==> config.mk <==
export PLATFORM = sky130hd
export DESIGN_NAME = asv_status
export DESIGN_NICKNAME = d
export VERILOG_FILES = /design/src/hw/asv_status.v /design/src/hw/asv_sticky.v
export VERILOG_INCLUDE_DIRS = /design/src /design/src/hw
export SDC_FILE = /design/constraint.sdc
export NUM_CORES = 1
export LEC_CHECK = 0
export CAP_MARGIN = 10
export CORE_AREA = 4 4 41 43
export CTS_BUF_LIST = sky130_fd_sc_hd__clkbuf_4
export CTS_CLUSTER_DIAMETER = 50
export CTS_CLUSTER_SIZE = 8
export DETAILED_ROUTE_END_ITERATION = 8
export DIE_AREA = 0 0 45 47
export DONT_BUFFER_PORTS = 1
export PLACE_DENSITY = 0.57
export REMOVE_ABC_BUFFERS = 1
export SYNTH_ARGS = -nofsm -noshare
export SYNTH_HDL_FRONTEND = slang
export SYNTH_SLANG_ARGS = --single-unit
==> constraint.sdc <==
create_clock -name i_sys_clk -period 1 [get_ports i_sys_clk]
set_input_delay 0.05 -clock i_sys_clk [delete_from_list [all_inputs] [get_ports i_sys_clk]]
set_output_delay 0.05 -clock i_sys_clk [all_outputs]
set_load 0.005 [all_outputs]
==> src/hw/asv_map.vh <==
// asv_map.vh: constants for the auto-negotiation status vector block
// assumes inclusion by its bare name from hw/ design files
//
// Contract
// RQ1: speed field 10=1000, 01=100, 00=10 Mb/s, 11 reserved; valid with AN
// RQ2: remote fault encoding on two bits, qualified by the fault flag
// RQ3: in phy mode the fault encoding field reads zero
// RQ4: duplex bit is 1 for full, 0 for half
// RQ5: fault flag goes to 1 when a remote fault is seen; the code sets it only while i_an_enable is high
// RQ6: fault flag sticks until a management read of status register 1
// RQ7: in phy mode the fault flag carries no meaning
// RQ8: partner register 5 bits 8 and 7 go to status bits 15 and 14
// RQ9: pause code 00 none, 01 sym, 10 asym, 11 both
// RQ10: every status output changes only on the core reference clock
// RQ11: status bit 7 shows the far phy link state
// RQ12: reset clears the flag; speed, duplex, pause zero until AN done
`ifndef ASV_MAP_VH
`define ASV_MAP_VH
`define ASV_SPEED_1000  2'h2
`define ASV_SPEED_100   2'h1
`define ASV_SPEED_10    2'h0
`define ASV_RF_NONE     2'h0
`define ASV_PAUSE_HI    8
`define ASV_PAUSE_LO    7
`define ASV_REG_STATUS  5'h01
`define ASV_REG_LP_BASE 5'h05
`define ASV_BIT_LINK    7
`define ASV_BIT_RF_LO   8
`define ASV_BIT_RF_HI   9
`define ASV_BIT_SPD_LO  10
`define ASV_BIT_SPD_HI  11
`define ASV_BIT_DUPLEX  12
`define ASV_BIT_RF_FLAG 13
`define ASV_BIT_PS_LO   14
`define ASV_BIT_PS_HI   15
`define ASV_STATUS_RST  9'h000
`define ASV_FIELD_DELAY 2
`endif

==> src/hw/asv_status.v <==
// asv_status.v: bits 15 to 7 of the per-channel status word
// link, fault, speed, duplex and pause fields, each from its own source
// assumes all inputs come from logic on the core reference clock
// assumes i_mgmt_rd pulses once for each completed management read
// assumes the negotiation engine holds its results while done is high
`timescale 1ns/1ns
`include "asv_map.vh"
module asv_status (
  // core reference clock, reset, enable
  input  wire        i_sys_clk,
  input  wire        i_rstn,
  input  wire        i_ce,
  // configuration
  input  wire        i_an_enable,
  input  wire        i_phy_mode,
  // negotiation results
  input  wire        i_an_complete,
  input  wire        i_phy_link,
  input  wire [1:0]  i_speed,
  input  wire        i_full_duplex,
  input  wire [15:0] i_lp_base,
  // remote fault detection
  input  wire        i_rf_detect,
  input  wire [1:0]  i_rf_code,
  // management read strobe
  input  wire        i_mgmt_rd,
  input  wire [4:0]  i_mgmt_reg,
  // status outputs
  output reg  [15:7] o_status
);

  ////////////////////////////////////////////////////////////////////////
  // field widths
  localparam SPEED_W = 2;
  localparam FAULT_W = 2;
  localparam PAUSE_W = 2;
  localparam ADDR_W  = 5;
  localparam LP_W    = 16;

  ////////////////////////////////////////////////////////////////////////
  // helpers

  // a read of the status register, or a reset, is the only thing that clears the flag
  function is_status_read;
    input              rd;
    input [ADDR_W-1:0] addr;
    begin
      is_status_read = rd && (addr == `ASV_REG_STATUS);
    end
  endfunction

  // fault reports count only while AN is enabled
  function fault_taken;
    input detect;
    input an_en;
    begin
      fault_taken = detect && an_en;
    end
  endfunction

  // negotiated fields mean something only once AN is on and done
  function neg_valid;
    input an_en;
    input an_done;
    begin
      neg_valid = an_en && an_done;
    end
  endfunction

  // fault encoding reads zero in phy mode or with AN off
  function [FAULT_W-1:0] fault_view;
    input               phy;
    input               an_en;
    input [FAULT_W-1:0] code;
    begin
      if (phy || !an_en) begin
        fault_view = `ASV_RF_NONE;
      end else begin
        fault_view = code;
      end
    end
  endfunction

  // the reserved speed code is passed on as received; the host decides
  function [SPEED_W-1:0] speed_view;
    input               done;
    input [SPEED_W-1:0] speed;
    begin
      if (done) begin
        speed_view = speed;
      end else begin
        speed_view = `ASV_SPEED_10;
      end
    end
  endfunction

  // partner pause bits keep their order: bit 8 high, bit 7 low
  function [PAUSE_W-1:0] pause_view;
    input            done;
    input [LP_W-1:0] lp;
    begin
      if (done) begin
        pause_view = {lp[`ASV_PAUSE_HI], lp[`ASV_PAUSE_LO]};
      end else begin
        pause_view = 2'h0;
      end
    end
  endfunction

  ////////////////////////////////////////////////////////////////////////
  // declarations

  // fault path
  wire               rd_status;
  wire               rf_event;
  wire               rf_flag;
  reg  [FAULT_W-1:0] rf_code_reg;
  reg  [FAULT_W-1:0] rf_code_next;
  reg  [FAULT_W-1:0] fault_next;
  reg                flag_next;

  // negotiation path
  reg                done_reg;
  reg                done_next;
  reg                link_next;
  reg  [SPEED_W-1:0] speed_next;
  reg                duplex_next;
  reg  [PAUSE_W-1:0] pause_next;

  // packed word
  reg  [15:7]        status_next;

  ////////////////////////////////////////////////////////////////////////
  // remote fault capture
  assign rd_status = is_status_read(i_mgmt_rd, i_mgmt_reg); // [RQ6]
  assign rf_event  = fault_taken(i_rf_detect, i_an_enable);  // [RQ5]

  // set wins over a clear in the same cycle, so no fault is lost
  asv_sticky u_flag (
    .i_sys_clk (i_sys_clk),
    .i_rstn    (i_rstn),
    .i_ce      (i_ce),
    .i_set     (rf_event),
    .i_clr     (rd_status),
    .o_flag    (rf_flag)
  );

  // keep the type of the last report so the code matches the flag
  always @* begin
    rf_code_next = rf_code_reg;
    if (rf_event) begin
      rf_code_next = i_rf_code; // [RQ2]
    end
  end

  always @(posedge i_sys_clk) begin
    if (!i_rstn) begin
      rf_code_reg <= `ASV_RF_NONE;
    end else if (i_ce) begin
      rf_code_reg <= rf_code_next;
    end
  end

  ////////////////////////////////////////////////////////////////////////
  // negotiation done qualifier
  // costs one cycle of latency on the negotiated fields
  always @* begin
    done_next = neg_valid(i_an_enable, i_an_complete);
  end

  always @(posedge i_sys_clk) begin
    if (!i_rstn) begin
      done_reg <= 1'h0; // [RQ12]
    end else if (i_ce) begin
      done_reg <= done_next;
    end
  end

  ////////////////////////////////////////////////////////////////////////
  // next values of the fault fields
  always @* begin
    // the flag passes on in phy mode, where it carries no meaning [RQ7]
    flag_next  = rf_flag; // [RQ5]
    fault_next = fault_view(i_phy_mode, i_an_enable,
                            rf_code_reg); // [RQ2] [RQ3]
  end

  // next values of the link and negotiated fields
  always @* begin
    link_next   = i_phy_link; // [RQ11]
    speed_next  = speed_view(done_reg, i_speed);   // [RQ1] [RQ12]
    duplex_next = done_reg && i_full_duplex;       // [RQ4] [RQ12]
    pause_next  = pause_view(done_reg, i_lp_base); // [RQ8] [RQ9]
  end

  ////////////////////////////////////////////////////////////////////////
  // pack the fields into the word
  always @* begin
    status_next                                  = `ASV_STATUS_RST;
    status_next[`ASV_BIT_LINK]                   = link_next;
    status_next[`ASV_BIT_RF_HI:`ASV_BIT_RF_LO]   = fault_next;
    status_next[`ASV_BIT_SPD_HI:`ASV_BIT_SPD_LO] = speed_next;
    status_next[`ASV_BIT_DUPLEX]                 = duplex_next;
    status_next[`ASV_BIT_RF_FLAG]                = flag_next;
    status_next[`ASV_BIT_PS_HI:`ASV_BIT_PS_LO]   = pause_next;
  end

  ////////////////////////////////////////////////////////////////////////
  // output register, all bits on the core clock [RQ10]
  // a low enable holds the whole word, so no partial update is seen
  always @(posedge i_sys_clk) begin
    if (!i_rstn) begin
      o_status <= `ASV_STATUS_RST; // [RQ12]
    end else if (i_ce) begin
      o_status <= status_next;
    end
  end

endmodule

==> src/hw/asv_sticky.v <==
// asv_sticky.v: set-dominant sticky flag
// assumes one clock, synchronous active-low reset, clock enable
`timescale 1ns/1ns
module asv_sticky (
  // clock and reset
  input  wire i_sys_clk,
  input  wire i_rstn,
  input  wire i_ce,
  // set and clear
  input  wire i_set,
  input  wire i_clr,
  output reg  o_flag
);
  always @(posedge i_sys_clk) begin
    if (!i_rstn) begin
      o_flag <= 1'b0; // [RQ12]
    end else if (i_ce) begin
      // set wins so a fault in the clearing cycle is not lost
      if (i_set) begin
        o_flag <= 1'b1; // [RQ5]
      end else if (i_clr) begin
        o_flag <= 1'b0; // [RQ6]
      end
    end
  end
endmodule

==> flow_summary_export.csv, run 1 <==
group,metric,value,unit
status,status,"finished with violations",
status,violations,"negative hold slack",
cells_and_area,largest_reg_flops,9,
clock_tree,cts_setup_buffers,0,
clock_tree,cts_resized,0,
critical_path,reg2reg_from,"done_reg",
yosys,syn_avg_cell_area,9.824,sq um
power,vdd_drop_max,747.1,uV
critical_path,worstPathArrival,1.03,ns
routing,detail-route-antenna-nets,0,
floorplan,dieWidth,45,um
sta,slew_headroom,0.7471,
placement,post_dp_cell_area,535.5,sq um
sta,clock.fmax,1191,MHz
floorplan,core,1301,sq um
critical_path,slowest_delay,0.76,ns
clock_tree,clock_latency,0.27,ns
cells_and_area,area_growth,16.04,%
critical_path,cpLargestDelayFamily,"buffers and inverters",
yosys,yosysWarnings,0,
critical_path,path_depth,2,
floorplan,initial_core_util,0.4077,
global_route,antenna_found_initial,0,
critical_path,path_max_fanout,13,
yosys,synth_cells,54,
cells_and_area,drive_above_1_share,0.06667,
critical_path,start_kind,"primary input",
clock_tree,clockBufferDepth,2,
global_route,grt_pass1_vias,406,
clock_tree,cts-root-buf,"clkbuf_4",
cells_and_area,fillers,138,
sta,finalMaxSlewViolations,0,
placement,portBuffers,0,
global_route,grt_pass1_wl,1.628,mm
critical_path,cp_data_required_time,1.19,ns
floorplan,ioPinCount,44,
critical_path,cp_cell_sequence,"dlygate4sd3_1 -> a21boi_0",
routing,viasPerCell,5.347,
sta,min_period,0.8399,ns
clock_tree,numCtsBuffers,3,
critical_path,ff2ff_setup_slack,0.23,ns
critical_path,path_buf_inv,1,
sta,setup_viol,0,
floorplan,fp.dieH,47,um
yosys,seq_area_frac_synth,0.4906,
yosys,ys_ff_latch,13,
routing,finalWirelength,1.055,mm
sta,skew,0.002333,ns
run,maxCapViolations,0,
global_route,grt_max_degree,21,
cells_and_area,final_util,0.4731,
global_route,grt_use_total,0.1087,
floorplan,die-area,2115,sq um
yosys,syn_area,530.5,sq um
critical_path,r2r_cells,2,
cells_and_area,antennaDiodeCount,0,
sta,min_period_over_period,0.8399,
routing,detail_route.wl_per_cell,14.07,um
power,p_leak,0.2151,nW
critical_path,slowest_stage,"dlygate4sd3_1",
clock_tree,cts_tree,"built",
critical_path,cp-end-kind,"flop",
sta,setup_tns,0,ns
routing,drc,0,
clock_tree,h-tree-depth,1,
sta,fin_hold_ws,-0.06430,ns
clock_tree,path_clk_slew,0.08,ns
routing,firstDrtPassIters,3,
sta,rsz0062_at_grt,"false",
critical_path,critPathLaunch,"i_rstn",
cells_and_area,final_nets,96,
global_route,grt_remaining_overflow,0,
hold_path,hp-start,"i_ce",
sta,final_hold_viol_count,10,
cells_and_area,regMostFlops,"o_status",
power,powerDensity,1528,nW/um^2
clock_tree,cts.sinks,13,
yosys,synth.distinct_cells,12,
clock_tree,hold_buffers,5,
placement,routabilityCongestion,0.6266,
hold_path,hp-class,"primary input to flop",
critical_path,worst-setup-path-type,"primary input to flop",
critical_path,cp-endpoint,"o_status[12]",
routing,dr.first_iter.drc_count,4,
sta,tightest_slew,0.3781,ns
cells_and_area,postLayoutCellArea,615.6,sq um
floorplan,rows,13,
critical_path,r2r-end,"o_status[12]",
routing,vias,401,
## power breakdown
group          internal (W)  switching [W]
sequential         0.000530     0.00000891
clock              0.000181       0.000163
combinational     0.0000390      0.0000188
## metrics by stage
stage | cells | total power (W) | setup WS, ns | hold WS, ns
3_3_place_gp | 66 | 0.0005883 | 0.1003 | 0.1817
3_5_place_dp | 66 | 0.0005890 | 0.08125 | 0.1864
5_1_grt | 75 | 0.0009892 | 0.08557 | -0.05839
2_1_floorplan | 51 | 0.0005833 | 0.1325 | 0.1782
4_1_cts | 75 | 0.0009655 | 0.1352 | -0.07657
6_report | 75 | 0.0009408 | 0.1601 | -0.06430
## layout make-up
class	instances	area (sq um)	share of cell area
repair buffers	5	50.05	0.08130
well taps	15	18.77	0.03049
flip-flops and latches	13	260.3	0.4228
clock buffers	4	30.03	0.04878
multi-input cells	38	256.5	0.4167
## cells in the mapped netlist, drive strengths merged
cell type	number	area share
nand2b	8	0.094
buf	2	0.019
nand3b	1	0.014
clkbuf	1	0.0071
dfxtp	13	0.49
or4b	1	0.019
nand3	9	0.085
o21ai	1	0.0094
mux2i	4	0.075
nor2b	5	0.059
a21boi	9	0.13
## cells by family (layout without fill, tap and decap cells)
logic type             after synthesis  in the layout  synth area share
AOI/OAI and AO/OA                   10             10            0.1368
DFF                                 13             13            0.4906
and+or+nand+nor                     24             24            0.2712
muxes                                4              4           0.07547
buffers and inverters                3              9           0.02594
## cells in the final DEF, fill, tap and decap left out, drive strengths merged
cell type / netlist / routed
dfxtp: 13 / 13
nand3: 9 / 9
a21boi: 9 / 9
nand2b: 8 / 8
nor2b: 5 / 5
dlygate4sd3: 0 / 5
mux2i: 4 / 4
clkbuf: 1 / 4
or4b: 1 / 1
nand3b: 1 / 1
o21ai: 1 / 1
## per-layer routing
| metal | up-vias | routed length [um] | track usage | part of all wire |
|---|---|---|---|---|
| met1 | 180 | 434 | 0.1198 | 0.41 |
| met2 | 19 | 507 | 0.1780 | 0.48 |
| met5 | - | 0 | 0 | 0 |
| met3 | 2 | 103 | 0.02682 | 0.098 |
| li1 | 200 | - | - | - |
| met4 | 0 | 9 | 0.08772 | 0.0085 |
## worst reg2reg max path: cells and delay by family, from the launching register on
| family | cells | cell delay, ns |
|---|---|---|
| AO/OA/AOI/OAI | 1 | 0.17 |
| flip-flops | 1 | 0.43 |
| AND/OR/NAND/NOR | 1 | 0.10 |
## worst min-delay path by stage
stage | to | slack [ns] | cells after the start
2_1_floorplan | fault_view.code[0] | 0.18 | 1
3_3_place_gp | o_status[13] | 0.18 | 1
3_5_place_dp | fault_view.code[1] | 0.19 | 1
4_1_cts | o_status[8] | -0.08 | 2
5_1_grt | o_status[10] | -0.06 | 2
6_report | o_status[8] | -0.06 | 2
Power figures use the tool's default switching activity.
==> run 2: changes to the inputs <==
clock period = 0.8 ns   (was 1 ns; I/O delays follow)
==> run 2 against run 1 <==
Worst setup slack got worse by 0.064 ns. Sequential share of layout area grew 3.9 points. Combinational power fell by 20%. Die area unchanged. Clock skew shrank 0.0014 ns. The flow still finishes with violations (negative hold slack). Clock-buffer cell count unchanged. Sequential power rose by 25%.
==> flow_summary_export.csv, run 2 (synthesized netlist as in run 1, its figures left out) <==
group,metric,value,unit
routing,detail-route-antenna-nets,0,
critical_path,start_kind,"flop",
critical_path,cp-end-kind,"flop",
routing,firstDrtPassIters,3,
status,violations,"negative hold slack",
routing,viasPerCell,5.371,
critical_path,worstPathArrival,0.89,ns
sta,min_period,0.7038,ns
floorplan,initial_core_util,0.4077,
critical_path,path_max_fanout,6,
clock_tree,cts-root-buf,"clkbuf_4",
sta,fin_hold_ws,-0.09584,ns
sta,rsz0062_at_grt,"false",
cells_and_area,multi_input_area,256.5,sq um
power,clkPwrFrac,0.367,
floorplan,dieWidth,45,um
routing,detail_route.wl_per_cell,13.83,um
run,maxCapViolations,0,
power,p_leak,0.1968,nW
placement,portBuffers,0,
sta,tightest_slew,0.1662,ns
sta,min_period_over_period,0.8797,
routing,drc,0,
routing,vias,376,
power,powerDensity,2009,nW/um^2
global_route,antenna_found_initial,0,
clock_tree,cts.sinks,13,
cells_and_area,final_cells,70,
placement,routabilityCongestion,0.6250,
cells_and_area,final_cell_mix,"12 x dfxtp_1, 9 x nand3_1, 8 x nand2b_1, 8 x a21boi_0, 5 x nor2b_1",
clock_tree,cts_tree,"built",
power,p_seq_frac,0.592,
clock_tree,path_clk_slew,0.07,ns
routing,dr.first_iter.drc_count,2,
cells_and_area,fillers,145,
floorplan,core,1301,sq um
power,switching_share,0.1897,
global_route,grt_use_total,0.09857,
critical_path,cp_data_required_time,0.99,ns
cells_and_area,final_nets,91,
clock_tree,cts_setup_buffers,0,
clock_tree,numCtsBuffers,3,
global_route,grt_pass1_wl,1.455,mm
sta,slew_headroom,0.8889,
power,p_sw,0.0002160,W
clock_tree,clock_latency,0.26,ns
hold_path,hp-class,"primary input to flop",
critical_path,worst-setup-path-type,"flop to flop",
global_route,grt_remaining_overflow,0,
cells_and_area,regMostFlops,"o_status",
cells_and_area,largest_reg_flops,9,
cells_and_area,drive_above_1_share,0.09091,
sta,clock.fmax,1421,MHz
sta,fin_ws,0.09622,ns
sta,final_hold_viol_count,13,
routing,finalWirelength,968,um
cells_and_area,regArea,261.5,sq um
sta,finalMaxSlewViolations,0,
floorplan,rows,13,
power,power.share.combinational,0.041,
status,status,"finished with violations",
global_route,grt_max_degree,21,
clock_tree,clockBufferDepth,2,
sta,setup_viol,0,
global_route,grt_pass1_vias,359,
floorplan,die-area,2115,sq um
power,vdd_drop_max,756.5,uV
placement,dp_slack,-0.08588,ns
floorplan,ioPinCount,44,
placement,placedCellCount,66,
power,internal_power,0.0009226,W
cells_and_area,area_growth,6.840,%
sta,skew,0.0009149,ns
cells_and_area,antennaDiodeCount,0,
floorplan,fp.dieH,47,um
clock_tree,h-tree-depth,1,
cells_and_area,final_common_cell,"dfxtp_1",
-- run 2: changes by cell type in the layout (fill, tap and decap cells not counted) --
cell           delta
dfxtp_2           +1
dfxtp_1           -1
dlygate4sd3_1     -5
-- run 2: path summary, 6_finish.rpt --
kind,startpoint,end,slack [ns],cells after the start
setup reg to reg,done_reg,o_status[12],0.1,2
setup / recovery,done_reg,o_status[12],0.1,2
hold / removal,i_rstn,o_status[13],-0.1,1
hold reg to reg,fault_view.code[0],o_status[8],0.49,2
-- run 2: stage by stage --
stage                     total power [W]  setup TNS (ns)  area, sq um  utilization
final                            0.001139               0        566.8       0.4356
after detailed placement        0.0007365        -0.08588        535.5       0.4115
after global placement          0.0007353        -0.06554        535.5       0.4115
after CTS                        0.001171               0        566.8       0.4356
after floorplan                 0.0007292        -0.05747        516.7            -
after global routing             0.001198               0        566.8       0.4356
-- run 2: routing by layer --
metal,GRT usage,vias to the layer above,part of all wire
met3,0.03831,2,0.12
met1,0.1204,165,0.42
li1,-,189,-
met2,0.1412,20,0.45
met5,0,-,0
met4,0.07018,0,0.0093
-- run 2: repair_timing --
item,in CTS,in global routing
setup endpoints to repair,1,0
gates resized for setup,1,0
hold endpoints to repair,13,13
-- run 2: critical path: stages (launching register included) --
cell	delay, ns
dfxtp_2	0.38
nand3_1	0.08
a21boi_0	0.16
-- run 2: power by group through the flow --
stage	Clock [W]	Sequential (W)	Combinational (W)
floorplan	0	0.000686	0.0000431
global placement	0	0.000689	0.0000460
detailed placement	0	0.000690	0.0000469
CTS	0.000449	0.000675	0.0000469
global route	0.000471	0.000676	0.0000508
finish	0.000418	0.000674	0.0000462
-- run 2: cell type report --
cell class,count,share of cell area
clock buffer,4,0.05298
multi-input combinational,38,0.4525
tap,15,0.03311
sequential,13,0.4614
==> run 3: changes to the inputs <==
ABC_AREA = 1   (was not set)
PLACE_DENSITY = 0.56   (was 0.57)
SLEW_MARGIN = 20   (was not set)
==> run 3 against run 2 <==
The run ends with negative setup slack left. Final area up 30%. Final cell count up 47%. Combinational power rose to 3.1 times the previous value. Routed wire length up 42%. Via count up 40%. Largest power group unchanged.
==> flow_summary_export.csv, run 3 <==
group,metric,value,unit
cells_and_area,regMostFlops,"o_status",
yosys,synthFlopType,"dfxtp_1",
clock_tree,cts_setup_buffers,0,
hold_path,hold_depth,4,
yosys,async_flop_share,0,
yosys,synth_most_common_cell,"nand2_1",
power,vdd_drop_max,1125,uV
critical_path,critPathLaunch,"i_an_enable",
yosys,syn_avg_cell_area,7.581,sq um
critical_path,cp_cell_sequence,"nand2_4 -> dlygate4sd3_1 -> inv_4 -> nand2_2 -> nand2_1 -> a21oi_2",
critical_path,cp_data_required_time,1.00,ns
yosys,seq_area_frac_synth,0.5049,
routing,dr.first_iter.drc_count,5,
yosys,synth_top_area_share,0.5049,
sta,skew,0.0008313,ns
routing,firstDrtPassIters,4,
placement,portBuffers,0,
run,maxCapViolations,0,
routing,drc,0,
yosys,synth_cells,68,
power,p_seq_frac,0.541,
floorplan,fp.dieH,47,um
cells_and_area,fillers,140,
sta,min_period,0.8032,ns
placement,post_dp_cell_area,518.0,sq um
cells_and_area,area_growth,43.20,%
yosys,ys_top_cells_by_area,"dfxtp_1 50%, nand2_1 12%, a21oi_1 11%",
critical_path,worstPathArrival,1.01,ns
hold_path,hold-path-endpoint,"u_flag.o_flag",
sta,min_period_over_period,1.004,
sta,rsz0062_at_grt,"true",
cells_and_area,drive_above_1_share,0.1136,
power,p_leak,0.3070,nW
global_route,grt_pass1_vias,497,
floorplan,core,1301,sq um
floorplan,ioPinCount,44,
sta,final_hold_viol_count,0,
floorplan,die-area,2115,sq um
clock_tree,cts-root-buf,"clkbuf_4",
power,powerDensity,1695,nW/um^2
routing,detail-route-antenna-nets,0,
placement,routabilityCongestion,0.6807,
yosys,syn_area,515.5,sq um
clock_tree,h-tree-depth,1,
hold_path,hp-start,"i_mgmt_reg[2]",
clock_tree,clock_latency,0.27,ns
sta,fin_ws,-0.003233,ns
placement,hpwl,823.4,um
routing,detail_route.wl_per_cell,13.38,um
sta,clock.fmax,1245,MHz
power,power.share.combinational,0.115,
yosys,synth.distinct_cells,13,
sta,tightest_slew,0.3545,ns
sta,setup_viol,1,
sta,slew_headroom,0.7634,
global_route,grt_max_degree,12,
critical_path,ff2ff_setup_slack,0.08,ns
clock_tree,path_clk_slew,0.08,ns
critical_path,path_max_fanout,6,
global_route,antenna_found_initial,0,
clock_tree,clockBufferDepth,2,
floorplan,dieWidth,45,um
cells_and_area,final_nets,124,
global_route,grt_use_total,0.1407,
floorplan,rows,13,
critical_path,worst-setup-path-type,"primary input to flop",
yosys,synthTopCellsByCount,"16 x nand2_1, 13 x dfxtp_1, 11 x a21oi_1",
clock_tree,cts_tree,"built",
routing,vias,526,
status,status,"finished with violations",
yosys,ys_ff_latch,13,
critical_path,cp-end-kind,"flop",
power,internal_power,0.0009740,W
routing,finalWirelength,1.378,mm
critical_path,r2r_cells,2,
cells_and_area,largest_reg_flops,9,
sta,fin_hold_ws,0.01440,ns
cells_and_area,antennaDiodeCount,0,
critical_path,slowest_stage,"dlygate4sd3_1",
cells_and_area,postLayoutCellArea,738.2,sq um
routing,viasPerCell,5.107,
power,switching_share,0.2218,
yosys,yosysWarnings,0,
power,clkPwrFrac,0.344,
clock_tree,numCtsBuffers,3,
yosys,synth_edf_count,0,
critical_path,slowest_delay,0.59,ns
clock_tree,cts.sinks,13,
floorplan,initial_core_util,0.3962,
hold_path,hp-class,"primary input to flop",
cells_and_area,final_cell_mix,"16 x nand2_1, 16 x dlygate4sd3_1, 12 x dfxtp_1, 10 x a21oi_1, 9 x nand3_1",
power,p_sw,0.0002776,W
global_route,grt_pass1_wl,2.076,mm
yosys,post-synth-top-area-cell,"dfxtp_1",
status,violations,"negative setup slack",
critical_path,r2r-end,"o_status[12]",
global_route,grt_remaining_overflow,0,
critical_path,reg2reg_from,"done_reg",
sta,finalMaxSlewViolations,0,
critical_path,start_kind,"primary input",
run 3: worst max-delay path, delay by kind of cell:
| kind | cells | cell delay, ns |
|---|---|---|
| buf+inv | 2 | 0.65 |
| simple gates | 3 | 0.17 |
| compound gates | 1 | 0.14 |
run 3: area by class of cell:
class / instances / area [sq um] / area share
Multi-Input combinational cell: 46 / 214.0 / 0.2898
Sequential cell: 13 / 261.5 / 0.3542
Timing Repair Buffer: 18 / 185.2 / 0.2508
Clock buffer: 4 / 30.03 / 0.04068
Tap cell: 15 / 18.77 / 0.02542
Inverter: 7 / 28.78 / 0.03898
run 3: timing repair:
action | in CTS | in global routing
hold endpoints to repair | 13 | 3
resized for setup | 0 | 4
hold buffers | 17 | 2
setup endpoints to repair | 0 | 8
run 3: metrics by stage:
step	setup TNS, ns	total power, W	cells	utilization	worst slack, ns
after floorplan	0	0.0007404	66	-	0.1747
after global placement	0	0.0007526	81	0.3981	0.1052
after CTS	0	0.001263	102	0.5519	0.01941
after detailed placement	0	0.0007542	81	0.3981	0.08103
after global routing	-0.06637	0.001315	103	0.5673	-0.03598
final	-0.003233	0.001252	103	0.5673	-0.003233
run 3: power by group through the flow:
stage / sequential [W] / clock (W) / combinational, W
after floorplan: 0.000689 / 0 / 0.0000515
after global placement: 0.000692 / 0 / 0.0000604
after detailed placement: 0.000693 / 0 / 0.0000615
after CTS: 0.000678 / 0.000450 / 0.000135
after global routing: 0.000679 / 0.000477 / 0.000159
final: 0.000677 / 0.000431 / 0.000144
run 3: logic make-up (layout without fill, tap and decap cells):
logic type	Yosys count	count (layout)	synth area share
buffers and inverters	9	29	0.08737
AO/OA/AOI/OAI	13	13	0.1262
AND/OR/NAND/NOR	33	33	0.2816
flip-flops	13	13	0.5049
run 3: layer usage:
metal	track usage	wire length [um]	up-vias
met5	0	0	-
met4	0.01754	0	0
met3	0.06130	108	0
met2	0.2768	786	22
met1	0.1389	483	245
li1	-	-	259
run 3: worst max path at each step:
stage                                    end  slack, ns  cells after the start
final                     fault_view.code[0]     -0.003                      6
after CTS                        o_status[8]       0.02                      4
after global routing      fault_view.code[0]      -0.04                      5
after detailed placement        o_status[11]       0.08                      2
after global placement          o_status[12]       0.11                      2
after floorplan                 o_status[10]       0.17                      2
